`src/vic_map.vh`:
```
// Register offsets, field positions and reset values of the interrupt status and command block.
// Assumes byte addressing on a 32-bit APB slave, one aligned word per register.
`ifndef VIC_MAP_VH
`define VIC_MAP_VH

// ****************************************************************
// Register byte offsets
// ****************************************************************
`define VIC_OFS_NORMAL_VECTOR 12'h100
`define VIC_OFS_FAST_VECTOR 12'h104
`define VIC_OFS_CURRENT_ID 12'h108
`define VIC_OFS_PENDING 12'h10c
`define VIC_OFS_MASK 12'h110
`define VIC_OFS_CORE_LINE 12'h114
`define VIC_OFS_ENABLE_CMD 12'h120
`define VIC_OFS_DISABLE_CMD 12'h124
`define VIC_OFS_CLEAR_CMD 12'h128
`define VIC_OFS_SET_CMD 12'h12c
`define VIC_OFS_END_SERVICE 12'h130
`define VIC_OFS_SPURIOUS 12'h134
`define VIC_OFS_DEBUG 12'h138
`define VIC_OFS_FAST_FORCE_EN 12'h140
`define VIC_OFS_EVT_STATUS 12'h150
`define VIC_OFS_EVT_MASK 12'h154

// ****************************************************************
// Field positions
// ****************************************************************
`define VIC_BIT_FAST_SOURCE 0
`define VIC_BIT_SYSTEM_SOURCE 1
`define VIC_BIT_FAST_LINE 0
`define VIC_BIT_NORMAL_LINE 1
`define VIC_BIT_PROTECTION 0
`define VIC_BIT_GLOBAL_MASK 1
`define VIC_EVT_SPURIOUS 0
`define VIC_EVT_END_SERVICE 1
`define VIC_EVT_NORMAL_RAISE 2
`define VIC_EVT_FAST_RAISE 3
`define VIC_EVT_WIDTH 4

// ****************************************************************
// Reset values
// ****************************************************************
`define VIC_RST_WORD 32'h0000_0000
`define VIC_RST_EVT 4'h0

`endif

```
`src/vic_sync3.v`:
```
// Three-stage input synchroniser with a two-stage agreement filter.
// Assumes asynchronous inputs; output moves only when stages two and three agree.
module vic_sync3 #(
	parameter W = 32
) (
	input wire pclk,
	input wire presetn,
	input wire [W-1:0] async_in,
	output reg [W-1:0] sync_out
);

reg [W-1:0] stage1;
reg [W-1:0] stage2;
reg [W-1:0] stage3;

always @(posedge pclk or negedge presetn) begin
	if (!presetn) begin
		stage1 <= {W{1'b0}};
		stage2 <= {W{1'b0}};
		stage3 <= {W{1'b0}};
		sync_out <= {W{1'b0}};
	end else begin
		stage1 <= async_in;
		stage2 <= stage1;
		stage3 <= stage2;
		// Hold per bit while stages two and three disagree
		sync_out <= (stage3 & ~(stage2 ^ stage3)) | (sync_out & (stage2 ^ stage3));
	end
end

endmodule // vic_sync3

```
`src/vic_regs.v`:
```
// Status and command registers of a 32-source vectored interrupt controller with APB access.
// Assumes one clock pclk, asynchronous active-low presetn, sources arriving from pins.
//
// Contract
// Fast bit 0, system bit 1, peripherals 2-31.
// Pending register reads pending sources as one.
// Mask register reads enabled sources as one.
// Core status shows fast and normal lines.
// Enable command sets mask bits written one.
// Disable command clears mask bits written one.
// Clear command clears pending bits written one.
// Set command makes sources written one pending.
// Any end-of-service write completes current service.
// Spurious vector returned on spurious vector reads.
// Debug bit 0 holds protection mode, resets zero.
// Debug bit 1 holds both lines inactive.
// Fast forcing write-only, bit 0 unused.
// Fast forcing write one enables, zero ignored.
// No current interrupt: normal vector reads spurious.
// Multi-bit commands apply together; reserved bits zero.
// Software command beats same-cycle hardware event; event status write-one clears lose to same-cycle new events.
`include "vic_map.vh"

module vic_regs #(
	parameter NSRC = 32
) (
	input wire pclk,
	input wire presetn,
	input wire psel,
	input wire penable,
	input wire pwrite,
	input wire [11:0] paddr,
	input wire [31:0] pwdata,
	output reg [31:0] prdata,
	output wire pready,
	output wire pslverr,
	input wire [NSRC-1:0] source_in,
	output reg normal_request_line_n,
	output reg fast_request_line_n,
	output wire irq_out
);

// ****************************************************************
// State
// ****************************************************************
reg [NSRC-1:0] pending_status;
reg [NSRC-1:0] mask_status;
reg [NSRC-1:0] fast_force;
reg [31:0] spurious_vector;
reg protection_enable;
reg global_line_mask;
reg in_service;
reg [4:0] current_id;
reg [NSRC-1:0] source_prev;
reg bad_addr;
reg [`VIC_EVT_WIDTH-1:0] evt_status;
reg [`VIC_EVT_WIDTH-1:0] evt_mask;
reg normal_prev;
reg fast_prev;
// Captured at setup so the access edge acknowledges what the read returned
reg [4:0] read_id;
reg read_hit;
reg read_fast;

wire [NSRC-1:0] source_sync;
wire [NSRC-1:0] source_rise;
wire [NSRC-1:0] active;
wire [NSRC-1:0] normal_active;
wire fast_active;
wire normal_want;
wire fast_want;
wire setup_phase;
wire access_phase;
wire wr_access;
wire rd_access;
wire cmd_enable;
wire cmd_disable;
wire cmd_clear;
wire cmd_set;
reg [4:0] next_id;
reg next_found;
reg [31:0] next_rdata;
reg next_bad;
integer i;

// ****************************************************************
// Source synchronisation and edge detection
// ****************************************************************
vic_sync3 #(
	.W(NSRC)
) u_sync (
	.pclk(pclk),
	.presetn(presetn),
	.async_in(source_in),
	.sync_out(source_sync)
);

always @(posedge pclk or negedge presetn) begin
	if (!presetn) begin
		source_prev <= {NSRC{1'b0}};
	end else begin
		source_prev <= source_sync;
	end
end

assign source_rise = source_sync & ~source_prev;

// ****************************************************************
// Request line logic
// ****************************************************************
assign active = pending_status & mask_status;
// Forced sources go to the fast line; bit 0 always does
assign fast_active = active[`VIC_BIT_FAST_SOURCE] | (|(active & fast_force));
assign normal_active = active & ~fast_force & {{(NSRC-1){1'b1}}, 1'b0};

// Lowest-numbered normal source becomes the current candidate
always @* begin
	next_id = 5'h00;
	next_found = 1'b0;
	for (i = NSRC - 1; i >= 1; i = i - 1) begin
		if (normal_active[i]) begin
			next_id = i[4:0];
			next_found = 1'b1;
		end
	end
end

assign normal_want = next_found & ~in_service;
assign fast_want = fast_active;

always @(posedge pclk or negedge presetn) begin
	if (!presetn) begin
		normal_request_line_n <= 1'b1;
		fast_request_line_n <= 1'b1;
		normal_prev <= 1'b0;
		fast_prev <= 1'b0;
	end else begin
		normal_request_line_n <= ~(normal_want & ~global_line_mask);
		fast_request_line_n <= ~(fast_want & ~global_line_mask);
		normal_prev <= ~normal_request_line_n;
		fast_prev <= ~fast_request_line_n;
	end
end

// ****************************************************************
// APB decode
// ****************************************************************
assign setup_phase = psel & ~penable;
assign access_phase = psel & penable;
assign wr_access = access_phase & pwrite;
assign rd_access = access_phase & ~pwrite;
assign pready = 1'b1;
assign pslverr = access_phase & bad_addr;

// Read data is formed in setup and registered for the access phase
always @* begin
	next_rdata = 32'h0000_0000;
	next_bad = 1'b0;
	case (paddr)
		`VIC_OFS_NORMAL_VECTOR: begin
			if (next_found & ~in_service) begin
				next_rdata = {27'h0, next_id};
			end else begin
				next_rdata = spurious_vector;
			end
		end
		`VIC_OFS_FAST_VECTOR: begin
			if (fast_active) begin
				next_rdata = 32'h0000_0000;
			end else begin
				next_rdata = spurious_vector;
			end
		end
		`VIC_OFS_CURRENT_ID: begin
			next_rdata = {27'h0, current_id};
		end
		`VIC_OFS_PENDING: begin
			next_rdata = pending_status;
		end
		`VIC_OFS_MASK: begin
			next_rdata = mask_status;
		end
		`VIC_OFS_CORE_LINE: begin
			next_rdata[`VIC_BIT_FAST_LINE] = ~fast_request_line_n;
			next_rdata[`VIC_BIT_NORMAL_LINE] = ~normal_request_line_n;
		end
		`VIC_OFS_ENABLE_CMD, `VIC_OFS_DISABLE_CMD, `VIC_OFS_CLEAR_CMD,
		`VIC_OFS_SET_CMD, `VIC_OFS_END_SERVICE, `VIC_OFS_FAST_FORCE_EN: begin
			next_rdata = 32'h0000_0000;
		end
		`VIC_OFS_SPURIOUS: begin
			next_rdata = spurious_vector;
		end
		`VIC_OFS_DEBUG: begin
			next_rdata[`VIC_BIT_PROTECTION] = protection_enable;
			next_rdata[`VIC_BIT_GLOBAL_MASK] = global_line_mask;
		end
		`VIC_OFS_EVT_STATUS: begin
			next_rdata = {{(32-`VIC_EVT_WIDTH){1'b0}}, evt_status};
		end
		`VIC_OFS_EVT_MASK: begin
			next_rdata = {{(32-`VIC_EVT_WIDTH){1'b0}}, evt_mask};
		end
		default: begin
			next_bad = 1'b1;
		end
	endcase
end

always @(posedge pclk or negedge presetn) begin
	if (!presetn) begin
		prdata <= `VIC_RST_WORD;
		bad_addr <= 1'b0;
		read_id <= 5'h00;
		read_hit <= 1'b0;
		read_fast <= 1'b0;
	end else if (setup_phase) begin
		prdata <= pwrite ? 32'h0000_0000 : next_rdata;
		bad_addr <= next_bad;
		// A source edge between setup and access must not change the acknowledged source
		read_id <= next_id;
		read_hit <= next_found & ~in_service;
		read_fast <= fast_active;
	end
end

// ****************************************************************
// Mask and pending state
// ****************************************************************
// One write strobe per command register
assign cmd_enable = wr_access && paddr == `VIC_OFS_ENABLE_CMD;
assign cmd_disable = wr_access && paddr == `VIC_OFS_DISABLE_CMD;
assign cmd_clear = wr_access && paddr == `VIC_OFS_CLEAR_CMD;
assign cmd_set = wr_access && paddr == `VIC_OFS_SET_CMD;

always @(posedge pclk or negedge presetn) begin
	if (!presetn) begin
		mask_status <= `VIC_RST_WORD;
	end else if (cmd_enable) begin
		mask_status <= mask_status | pwdata[NSRC-1:0];
	end else if (cmd_disable) begin
		mask_status <= mask_status & ~pwdata[NSRC-1:0];
	end
end

// Reading the normal vector acknowledges the source captured at its setup edge; a fast vector read clears only bit 0
wire normal_ack;
wire fast_ack;
wire [NSRC-1:0] ack_clear;
assign normal_ack = rd_access && paddr == `VIC_OFS_NORMAL_VECTOR && read_hit;
assign fast_ack = rd_access && paddr == `VIC_OFS_FAST_VECTOR && read_fast;
assign ack_clear = ({{(NSRC-1){1'b0}}, normal_ack} << read_id) |
	({{(NSRC-1){1'b0}}, fast_ack} & {{(NSRC-1){1'b0}}, active[0]});

// A software clear beats a source edge of the same cycle
always @(posedge pclk or negedge presetn) begin
	if (!presetn) begin
		pending_status <= `VIC_RST_WORD;
	end else if (cmd_clear) begin
		pending_status <= (pending_status | source_rise) & ~pwdata[NSRC-1:0];
	end else if (cmd_set) begin
		pending_status <= pending_status | source_rise | pwdata[NSRC-1:0];
	end else begin
		pending_status <= (pending_status & ~ack_clear) | source_rise;
	end
end

// ****************************************************************
// Service tracking
// ****************************************************************
wire eos_write;
assign eos_write = wr_access && paddr == `VIC_OFS_END_SERVICE;

always @(posedge pclk or negedge presetn) begin
	if (!presetn) begin
		in_service <= 1'b0;
		current_id <= 5'h00;
	end else if (eos_write) begin
		in_service <= 1'b0;
	end else if (normal_ack) begin
		in_service <= 1'b1;
		current_id <= read_id;
	end
end

// ****************************************************************
// Configuration registers
// ****************************************************************
always @(posedge pclk or negedge presetn) begin
	if (!presetn) begin
		spurious_vector <= `VIC_RST_WORD;
		protection_enable <= 1'b0;
		global_line_mask <= 1'b0;
		fast_force <= {NSRC{1'b0}};
		evt_mask <= `VIC_RST_EVT;
	end else if (wr_access) begin
		if (paddr == `VIC_OFS_SPURIOUS) begin
			spurious_vector <= pwdata;
		end
		if (paddr == `VIC_OFS_DEBUG) begin
			protection_enable <= pwdata[`VIC_BIT_PROTECTION];
			global_line_mask <= pwdata[`VIC_BIT_GLOBAL_MASK];
		end
		if (paddr == `VIC_OFS_FAST_FORCE_EN) begin
			fast_force <= fast_force | (pwdata & {{(NSRC-1){1'b1}}, 1'b0});
		end
		if (paddr == `VIC_OFS_EVT_MASK) begin
			evt_mask <= pwdata[`VIC_EVT_WIDTH-1:0];
		end
	end
end

// ****************************************************************
// Event status and interrupt output
// ****************************************************************
reg [`VIC_EVT_WIDTH-1:0] evt_set;
reg [`VIC_EVT_WIDTH-1:0] evt_clr;

always @* begin
	evt_set = `VIC_RST_EVT;
	evt_set[`VIC_EVT_SPURIOUS] = rd_access && paddr == `VIC_OFS_NORMAL_VECTOR &&
		!read_hit;
	evt_set[`VIC_EVT_END_SERVICE] = eos_write;
	evt_set[`VIC_EVT_NORMAL_RAISE] = ~normal_request_line_n & ~normal_prev;
	evt_set[`VIC_EVT_FAST_RAISE] = ~fast_request_line_n & ~fast_prev;
	evt_clr = `VIC_RST_EVT;
	if (wr_access && paddr == `VIC_OFS_EVT_STATUS) begin
		evt_clr = pwdata[`VIC_EVT_WIDTH-1:0];
	end
end

// New events win over a same-cycle write-one clear
always @(posedge pclk or negedge presetn) begin
	if (!presetn) begin
		evt_status <= `VIC_RST_EVT;
	end else begin
		evt_status <= (evt_status & ~evt_clr) | evt_set;
	end
end

assign irq_out = |(evt_status & evt_mask);

endmodule // vic_regs

```
`config.mk`:
```
export PLATFORM = sky130hd
export DESIGN_NAME = vic_regs
export DESIGN_NICKNAME = d
export VERILOG_FILES = /design/src/vic_sync3.v /design/src/vic_regs.v
export VERILOG_INCLUDE_DIRS = /design/src
export SDC_FILE = /design/constraint.sdc
export NUM_CORES = 1
export LEC_CHECK = 0
export BUFFER_PORTS_ARGS = -buffer_cell sky130_fd_sc_hd__buf_4
export CAP_MARGIN = 25
export CORE_UTILIZATION = 25
export CTS_CLUSTER_SIZE = 10
export DETAILED_ROUTE_END_ITERATION = 6
export REMOVE_ABC_BUFFERS = 1
export SYNTH_ARGS = -nofsm -noshare
export SYNTH_HDL_FRONTEND = slang
export SYNTH_HIERARCHICAL = 1
export SYNTH_SLANG_ARGS = --single-unit
```
`constraint.sdc`:
```
create_clock -name pclk -period 3.1 [get_ports pclk]
set_clock_uncertainty 0.2 [all_clocks]
set_input_delay 0.155 -clock pclk [delete_from_list [all_inputs] [get_ports pclk]]
set_output_delay 0.155 -clock pclk [all_outputs]
set_load 0.01 [all_outputs]
```
# Word level (Yosys, flattened, before mapping)
# Index checks and enable logic that the tools add are counted.
# W data, S select, Z words.
# word_totals
wordCells	187
register_bits	348
input_bits	81
output_inout_bits	37
# classes
n_shift	1
n_reduce_logical	22
bitwise	49
n_mux	75
n_eq_ne	16
# op_table
operator	n
$and A32 B32 Y32	9
$pmux W30 S8	1
$mux W32	7
$eq A12 B9 Y1 const B	16
$or A32 B32 Y32	6
$not A32 Y32	5
$mux W5	31
$mux W1	34
$or A32 B1 Y32	1
$reduce_or A32 Y1	1
$shl A1 B5 Y32	1
$xor A32 B32 Y32	1
$pmux W2 S10	1
$reduce_or A16 Y1	1
$and A1 B1 Y1	11
$logic_and A1 B1 Y1	11
$not A1 Y1	11
$reduce_and A2 Y1	5
$and A4 B4 Y4	2
$mux W4	1
$not A4 Y4	1
$or A4 B4 Y4	1
$reduce_bool A2 Y1	2
$reduce_or A4 Y1	1
other kinds (2)	2

# Logic depth before layout (Yosys ltp)
# Gate-level depths: netlist (run 1).
# depth
word_depth	37
depth_mapped	10
ltp_nobuf	7

# By module
# The synthesis (run 1) kept the hierarchy.
# modules_own_cells
mod	cells_per_inst	area_per_inst_um2	instances	seq_area_each_um2
vic_regs	927	10131.0	1	5482.8
vic_sync3	160	3563.4	1	3203.1

# Least setup slack after synthesis (run 1)
# Ideal clock, no wire load.
# synth_path
kind	reg-to-reg
startpoint	register pending_status[15]
endpoint	register prdata[1]
synth_period_minus_slack_ns	2.460
path_stages_with_launch	9
t_required_ns	2.814
setup_time_ns	0.086
n_path_buf	1
arrival_ns	2.175
slack_ns	0.640
path_cell_list	dfrtp_1 > and3b_1 > or4_4 > nor4_4 > a21oi_2 > o221ai_2 > buf_4 > nand2_1 > a32oi_1
# synth_via
elab_chain_len	21
word_cells_on_any_way	40
classes_between	mux: 34; bitwise: 5; reduce/logical: 1
# synth_rtl
element	line_no	rtl
from (decl)	vic_regs.v:46	reg [NSRC-1:0] pending_status;
from (signal assigned)	vic_regs.v:258	pending_status <= `VIC_RST_WORD;
from (signal assigned)	vic_regs.v:260	pending_status <= (pending_status | source_rise) & ~pwdata[NSRC-1:0];
from (signal assigned)	vic_regs.v:262	pending_status <= pending_status | source_rise | pwdata[NSRC-1:0];
$and A32 B32 Y32 *	vic_regs.v:111	assign active = pending_status & mask_status;
$and A32 B32 Y32	vic_regs.v:114	assign normal_active = active & ~fast_force & {{(NSRC-1){1'b1}}, 1'b0};
$mux W1 (15 in a row)	vic_regs.v:121	if (normal_active[i]) begin
$and A1 B1 Y1	vic_regs.v:161	if (next_found & ~in_service) begin
$mux W32	vic_regs.v:161	
$pmux W2 S10 *	vic_regs.v:159	case (paddr)
$mux W32 *	vic_regs.v:218	prdata <= pwrite ? 32'h0000_0000 : next_rdata;
to (signal assigned)	vic_regs.v:212	prdata <= `VIC_RST_WORD;
to (signal assigned)	vic_regs.v:218	
to (decl)	vic_regs.v:34	output reg [31:0] prdata,
# Mark *: on every way between the ends. The rest lies on a longest branch, timed or not.
# A chain may end at the register's enable or synchronous reset.

# Final worst setup path (run 1)
# layout_path
startpoint	input port paddr[9]
endpoint	register pending_status[26]
# layout_via
elab_chain_len	10
word_cells_on_any_way	14
classes_between	eq/ne: 3; shift: 1; mux: 2; bitwise: 4; reduce/logical: 4
# layout_rtl
element	line_no	rtl
from (decl)	vic_regs.v:32	input wire [11:0] paddr,
$eq A12 B9 Y1	-	
$logic_and A1 B1 Y1 (no source line)	-	
$logic_and A1 B1 Y1	vic_regs.v:250	assign normal_ack = rd_access && paddr == `VIC_OFS_NORMAL_VECTOR && read_hit;
$shl A1 B5 Y32	vic_regs.v:252	assign ack_clear = ({{(NSRC-1){1'b0}}, normal_ack} << read_id) |
$or A32 B1 Y32	vic_regs.v:252	
$not A32 Y32	vic_regs.v:264	pending_status <= (pending_status & ~ack_clear) | source_rise;
$and A32 B32 Y32	vic_regs.v:264	
$or A32 B32 Y32	vic_regs.v:264	
$mux W32	vic_regs.v:261	end else if (cmd_set) begin
$mux W32 *	vic_regs.v:259	end else if (cmd_clear) begin
to (signal assigned)	vic_regs.v:260	
to (signal assigned)	vic_regs.v:262	
to (signal assigned)	vic_regs.v:264	
# Marks and branches as above.

==> metrics.yaml, run 1 <==
power_and_ir_drop:
  power_density_nw_per_um2: 539
  cellLeakagePower_nw: 7.91
  vdd_drop_max_mv: 0.410
logic_synthesis:
  yosysTopAreaCell: "dfrtp_1"
  ys_async_sr_fraction_pct: 100
  ys_ff_latch: 347
  synth_top_area_share_pct: 63.0
  synthTopCellsByArea: "dfrtp_1 (63%), mux2_2 (5.8%), nand2_1 (3.8%)"
  syn_area_per_cell_um2: 12.6
  synth_area_um2: 13700
  ys_types: 66
  synth_top_flop_cell: "dfrtp_1"
  ys_seq_area_share_pct: 63.4
  synth_edf_count: 0
  ys_warn_count: 6
  syn_inst: 1087
outcome:
  run_status: "complete, no violations"
worst_hold_path:
  hold_class: "in2async"
floorplanning:
  die_w_um: 236
  core_area_um2: 53900
  die_area_um2: 55700
  die_h_um: 236
  initial_core_util_pct: 25.4
  ioPinCount: 118
  rows: 85
critical_path:
  required_ns: 3.32
  worst_ep_arrival_time_ns: 3.23
  path_max_fanout: 5
  start_kind: "input port"
  path_class: "in2reg"
  critPathCaptureType: "flop"
place:
  place_ws_ns: 0.0818
  dp_hpwl_mm: 28.2
  placed_cells: 1899
  portBuffers: 116
  placed_cell_area_um2: 15700
  gp_congestion: 0.854
layout:
  mostFrequentLayoutCells: "dfrtp_1 (345), buf_4 (152), nand2_1 (137), dlygate4sd3_1 (79), mux2_2 (71)"
  fillers: 5337
  instances_no_fill: 2032
  final_cell_area_um2: 17600
  nNetsFinal: 1406
  area_growth_pct: 28.6
  drive_gt1_share_pct: 24.9
  antenna_cells: 0
  final_common_cell: "dfrtp_1"
timing:
  rsz0062_at_grt: "yes"
  finalSetupViolations: 0
  setup_tns_ns: 0
  slew_headroom_pct: 49.7
  hold_slack_ns: 0.00589
  drv_slew: 0
  period_minus_slack_ns: 3.01
  worst_slack_ns: 0.0945
  hold_viol: 0
  worstMarginPinSlew_ns: 0.755
  max_freq_ghz: 0.333
  period_share_pct: 97.0
route:
  ant_nets: 0
  drt_pass1_iterations: 7
  num_vias: 10100
  routed_via_density: 4.97
  avgRoutedWirePerCell_um: 20.5
  detail_route.wirelength_mm: 41.6
  drt-initial-drc-count: 1101
  drc: 0
global_route:
  track_usage_pct: 15.1
  grt_pass1_wl_mm: 64.7
  grt.overflow.total: 0
  grt_antenna_before_repair: 2
  grt_max_degree: 87
  grt_pass1_vias: 10400
cts:
  numCtsBuffers: 41
  cts_htree_levels: 2
  clkSlewWorstSetupHoldPaths_ns: 0.05
  clock_latency_ns: 0.55
  cts-root-buf: "clkbuf_16"
  cts_setup_buffers: 0
  cts.sinks: 347
  cts_tree: "yes"
  clockBufferDepth: 3
flow_run:
  cap_viol_max_count: 0
per-stage QoR:
| stage | utilization (%) | power, W |
|---|---|---|
| after global routing | 32.7 | 0.00988 |
| after floorplan | - | 0.00492 |
| after detailed placement | 29.1 | 0.00522 |
| after CTS | 32.7 | 0.00965 |
| final | 32.7 | 0.00950 |
| after global placement | 29.1 | 0.00521 |
layer usage:
metal  part of all wire [%]  wire length [um]  vias up  GRT usage, %
li1                       -                 -     4489             -
met1                     45             18600     5165          20.7
met2                     46             19200      377          23.7
met3                    6.1              2550       74          2.80
met4                    2.7              1140        4          5.61
met5                  0.065                27        -             0
path summary, 6_finish.rpt:
check | cells past startpoint | start | endpoint | slack [ns]
min in group pclk | 2 | source_in[11] | u_sync/stage1[11]$_DFF_PN0_ | 0.05
max in group asynchronous | 4 | presetn | asynchronous set/reset pin | 1.74
max | 9 | paddr[9] | pending_status[26]$_DFF_PN0_ | 0.09
min reg2reg | 0 | u_sync/stage1[17]$_DFF_PN0_ | u_sync/stage2[17]$_DFF_PN0_ | 0.14
min | 2 | presetn | asynchronous set/reset pin | 0.006
max reg2reg | 8 | pending_status[21]$_DFF_PN0_ | prdata[29]$_DFFE_PN0P_ | 0.25
synth_stat cells, types with 2 or more instances:
library cell,instances
nand2b_1,10
nand4_1,24
nand2_1,137
o31ai_1,5
nand3_1,43
a2111oi_0,2
buf_2,5
a211oi_1,6
a32oi_1,2
dfrtp_1,345
nor4b_1,3
a21oi_1,39
maj3_2,32
nor3_2,6
a21o_1,33
o21bai_1,3
inv_1,8
nor4_4,2
nor3_1,10
nor2_1,24
nor3b_1,3
nand3b_1,19
nor2b_1,35
and3b_1,16
a22oi_1,7
nor4_1,7
a222oi_1,31
buf_4,5
a221oi_1,32
or3_1,2
and3_1,6
mux2_2,71
o211ai_1,2
or4_4,2
a31oi_1,2
dfstp_2,2
o21ai_1,30
clkbuf_1,33
mux2_1,4
o21ai_0,13
power breakdown:
group	switching [W]	internal, W
clock network	0.00179	0.00249
logic	0.000240	0.000222
registers	0.0000717	0.00468
cell type report:
cell class                 count  area (um2)  share of cell area [%]
sequential                   347        8690                    49.3
multi-input combinational    688        4810                    27.3
timing repair buffer         239        2090                    11.8
clock buffer                  52        1120                    6.36
tap                          696         871                    4.94
inverter                       8        30.0                   0.170
clock inverter                 2        13.8                  0.0781
worst max-delay path, stage by stage:
cell and delay (ns):
dlygate4sd3_1 0.54, buf_4 0.14, or4b_4 0.58, nor4_4 0.42, nand3_1 0.31, nor3_2 0.49, nand4_1 0.24, a221oi_1 0.29
a21oi_1 0.06
logic make-up (layout without fill, tap and decap cells):
logic type               Yosys count  in the layout  synth area share (%)
AND/OR/NAND/NOR                  360            360                  14.5
other                              1              1                0.0274
multiplexers                      76             76                  6.24
adder cells (fa/ha/maj)           32             32                  2.63
buffers and inverters             52            301                  1.62
AO/OA/AOI/OAI                    219            219                  11.6
flip-flops                       347            347                  63.4
repair_timing:
item,CTS,global route
resized for setup,0,0
hold endpoints to repair,495,0
hold buffers,79,0
endpoints found under the setup margin,0,2
Note: power is estimated with default switching activity, not from simulation.
==> run 2: changes to the inputs <==
CORE_UTILIZATION = 59   (was 25)
CTS_BUF_LIST = sky130_fd_sc_hd__clkbuf_8 sky130_fd_sc_hd__clkbuf_16   (was unset)
CTS_CLUSTER_DIAMETER = 40   (was unset)
PLACE_DENSITY = 0.79   (was unset)
==> metrics.yaml, run 2 (synthesis gave the netlist of run 1 again) <==
critical_path:
  path_max_fanout: 5
  worst_ep_arrival_time_ns: 3.18
  required_ns: 3.31
  cpPeakStageDelay_ns: 0.58
  critPathCaptureType: "flop"
  slowest_stage: "or4b_4"
  start_kind: "input port"
  path_class: "in2reg"
  crit_chain: "dlygate4sd3_1, buf_4, or4b_4, nor4_4, nand3_1, nor2_1, nand4_1, a221oi_1, a21oi_1"
place:
  gp_congestion: 0.929
  placed_cells: 1489
  portBuffers: 116
  dp_hpwl_mm: 24.3
  place_ws_ns: 0.218
timing:
  hold_viol: 0
  rsz0062_at_grt: "no"
  period_share_pct: 95.9
  finalSetupViolations: 0
  worst_slack_ns: 0.127
  period_minus_slack_ns: 2.97
  worstMarginPinSlew_ns: 0.706
  drv_slew: 0
  max_freq_ghz: 0.336
  slew_headroom_pct: 53.0
floorplanning:
  die_area_um2: 23800
  rows: 55
  core_area_um2: 22700
  ioPinCount: 118
  die_h_um: 154
  initial_core_util_pct: 60.3
  die_w_um: 154
power_and_ir_drop:
  power_density_nw_per_um2: 573
  cellLeakagePower_nw: 8.05
  p_comb_share_pct: 4.6
  vdd_drop_max_mv: 0.440
  internal-power_w: 0.00774
  clockPowerShare_pct: 47.4
  swShare_pct: 21.9
  seqPwrFrac_pct: 48.1
  switchingPower_w: 0.00217
cts:
  clock_latency_ns: 0.54
  clkSlewWorstSetupHoldPaths_ns: 0.05
  cts_setup_buffers: 0
  cts_tree: "yes"
  numCtsBuffers: 46
  clockBufferDepth: 3
  cts_htree_levels: 2
  cts_resized: 0
  cts-root-buf: "clkbuf_16"
  cts_hold_buf: 79
  cts.sinks: 347
route:
  drc: 1
  drt_pass1_iterations: 7
  detail_route.wirelength_mm: 37.5
  ant_nets: 0
  avgRoutedWirePerCell_um: 22.9
  num_vias: 10400
  drt-initial-drc-count: 1043
  routed_via_density: 6.35
layout:
  nNetsFinal: 1412
  mostFrequentLayoutCells: "dfrtp_1 (345), buf_4 (154), nand2_1 (137), dlygate4sd3_1 (79), mux2_2 (71)"
  antenna_cells: 0
  area_growth_pct: 26.2
  final_common_cell: "dfrtp_1"
  instances_no_fill: 1639
  drive_gt1_share_pct: 25.8
global_route:
  grt_antenna_before_repair: 0
  grt_max_degree: 85
  grt_pass1_wl_mm: 59.4
  grt.overflow.total: 0
  grt_pass1_vias: 10800
  track_usage_pct: 32.7
outcome:
  violations: "DRC"
  run_status: "finished with violations"
worst_hold_path:
  hold_class: "in2async"
flow_run:
  cap_viol_max_count: 0
-- run 2: power by group through the flow --
stage | Combinational (W) | Sequential (W) | Clock [W]
floorplan | 0.000103 | 0.00481 | 0
global placement | 0.000360 | 0.00483 | 0
detailed placement | 0.000367 | 0.00484 | 0
CTS | 0.000451 | 0.00476 | 0.00476
global route | 0.000492 | 0.00478 | 0.00495
finish | 0.000451 | 0.00476 | 0.00469
-- run 2: stage by stage --
| stage | TNS (ns) | cell area [um2] | total power (W) | hold WS [ns] | utilization [%] |
|---|---|---|---|---|---|
| 2_1_floorplan | -0.0701 | 13500 | 0.00492 | -0.341 | - |
| 3_3_place_gp | 0 | 15100 | 0.00519 | 0.0105 | 66.6 |
| 3_5_place_dp | 0 | 15100 | 0.00520 | 0.0113 | 66.7 |
| 4_1_cts | 0 | 17300 | 0.00997 | 0.0465 | 76.1 |
| 5_1_grt | 0 | 17300 | 0.0102 | 0.0616 | 76.1 |
| 6_report | 0 | 17300 | 0.00990 | 0.0154 | 76.1 |
-- run 2: routing by layer --
metal  GRT usage (%)  up-vias  part of all wire, %
met5               0        -                    0
met2            52.7      567                   48
met3            6.72       84                  8.7
met1            43.8     5246                   40
met4            13.5        0                  3.0
li1                -     4518                    -
-- run 2: worst paths after layout --
path	start	to	slack, ns	cells after the start
min in group pclk	source_in[4]	u_sync/stage1[4]$_DFF_PN0_	0.06	2
worst max register to register	flop	prdata[0]$_DFFE_PN0P_	0.19	8
worst min register to register	u_sync/stage1[26]$_DFF_PN0_	u_sync/stage2[26]$_DFF_PN0_	0.15	0
worst max-delay path	paddr[9]	pending_status[31]$_DFF_PN0_	0.13	9
max in group asynchronous	presetn	u_sync/stage1[8]$_DFF_PN0_	1.70	3
worst min-delay path	presetn	evt_mask[3]$_DFFE_PN0P_	0.02	2
-- run 2: area by class of cell --
cell class / instances / area, um2
clock inverters: 23 / 163
fillers: 1414 / 5420
flip-flops and latches: 347 / 8690
clock buffers: 48 / 1190
multi-input cells: 688 / 4810
repair buffers: 240 / 2050
inverters: 8 / 30.0
well taps: 285 / 357
-- run 2: critical path: cells and delay by family --
kind	cells	cell delay [ns]
buffers and inverters	2	0.69
AOI/OAI and AO/OA	2	0.43
and+or+nand+nor	5	1.89
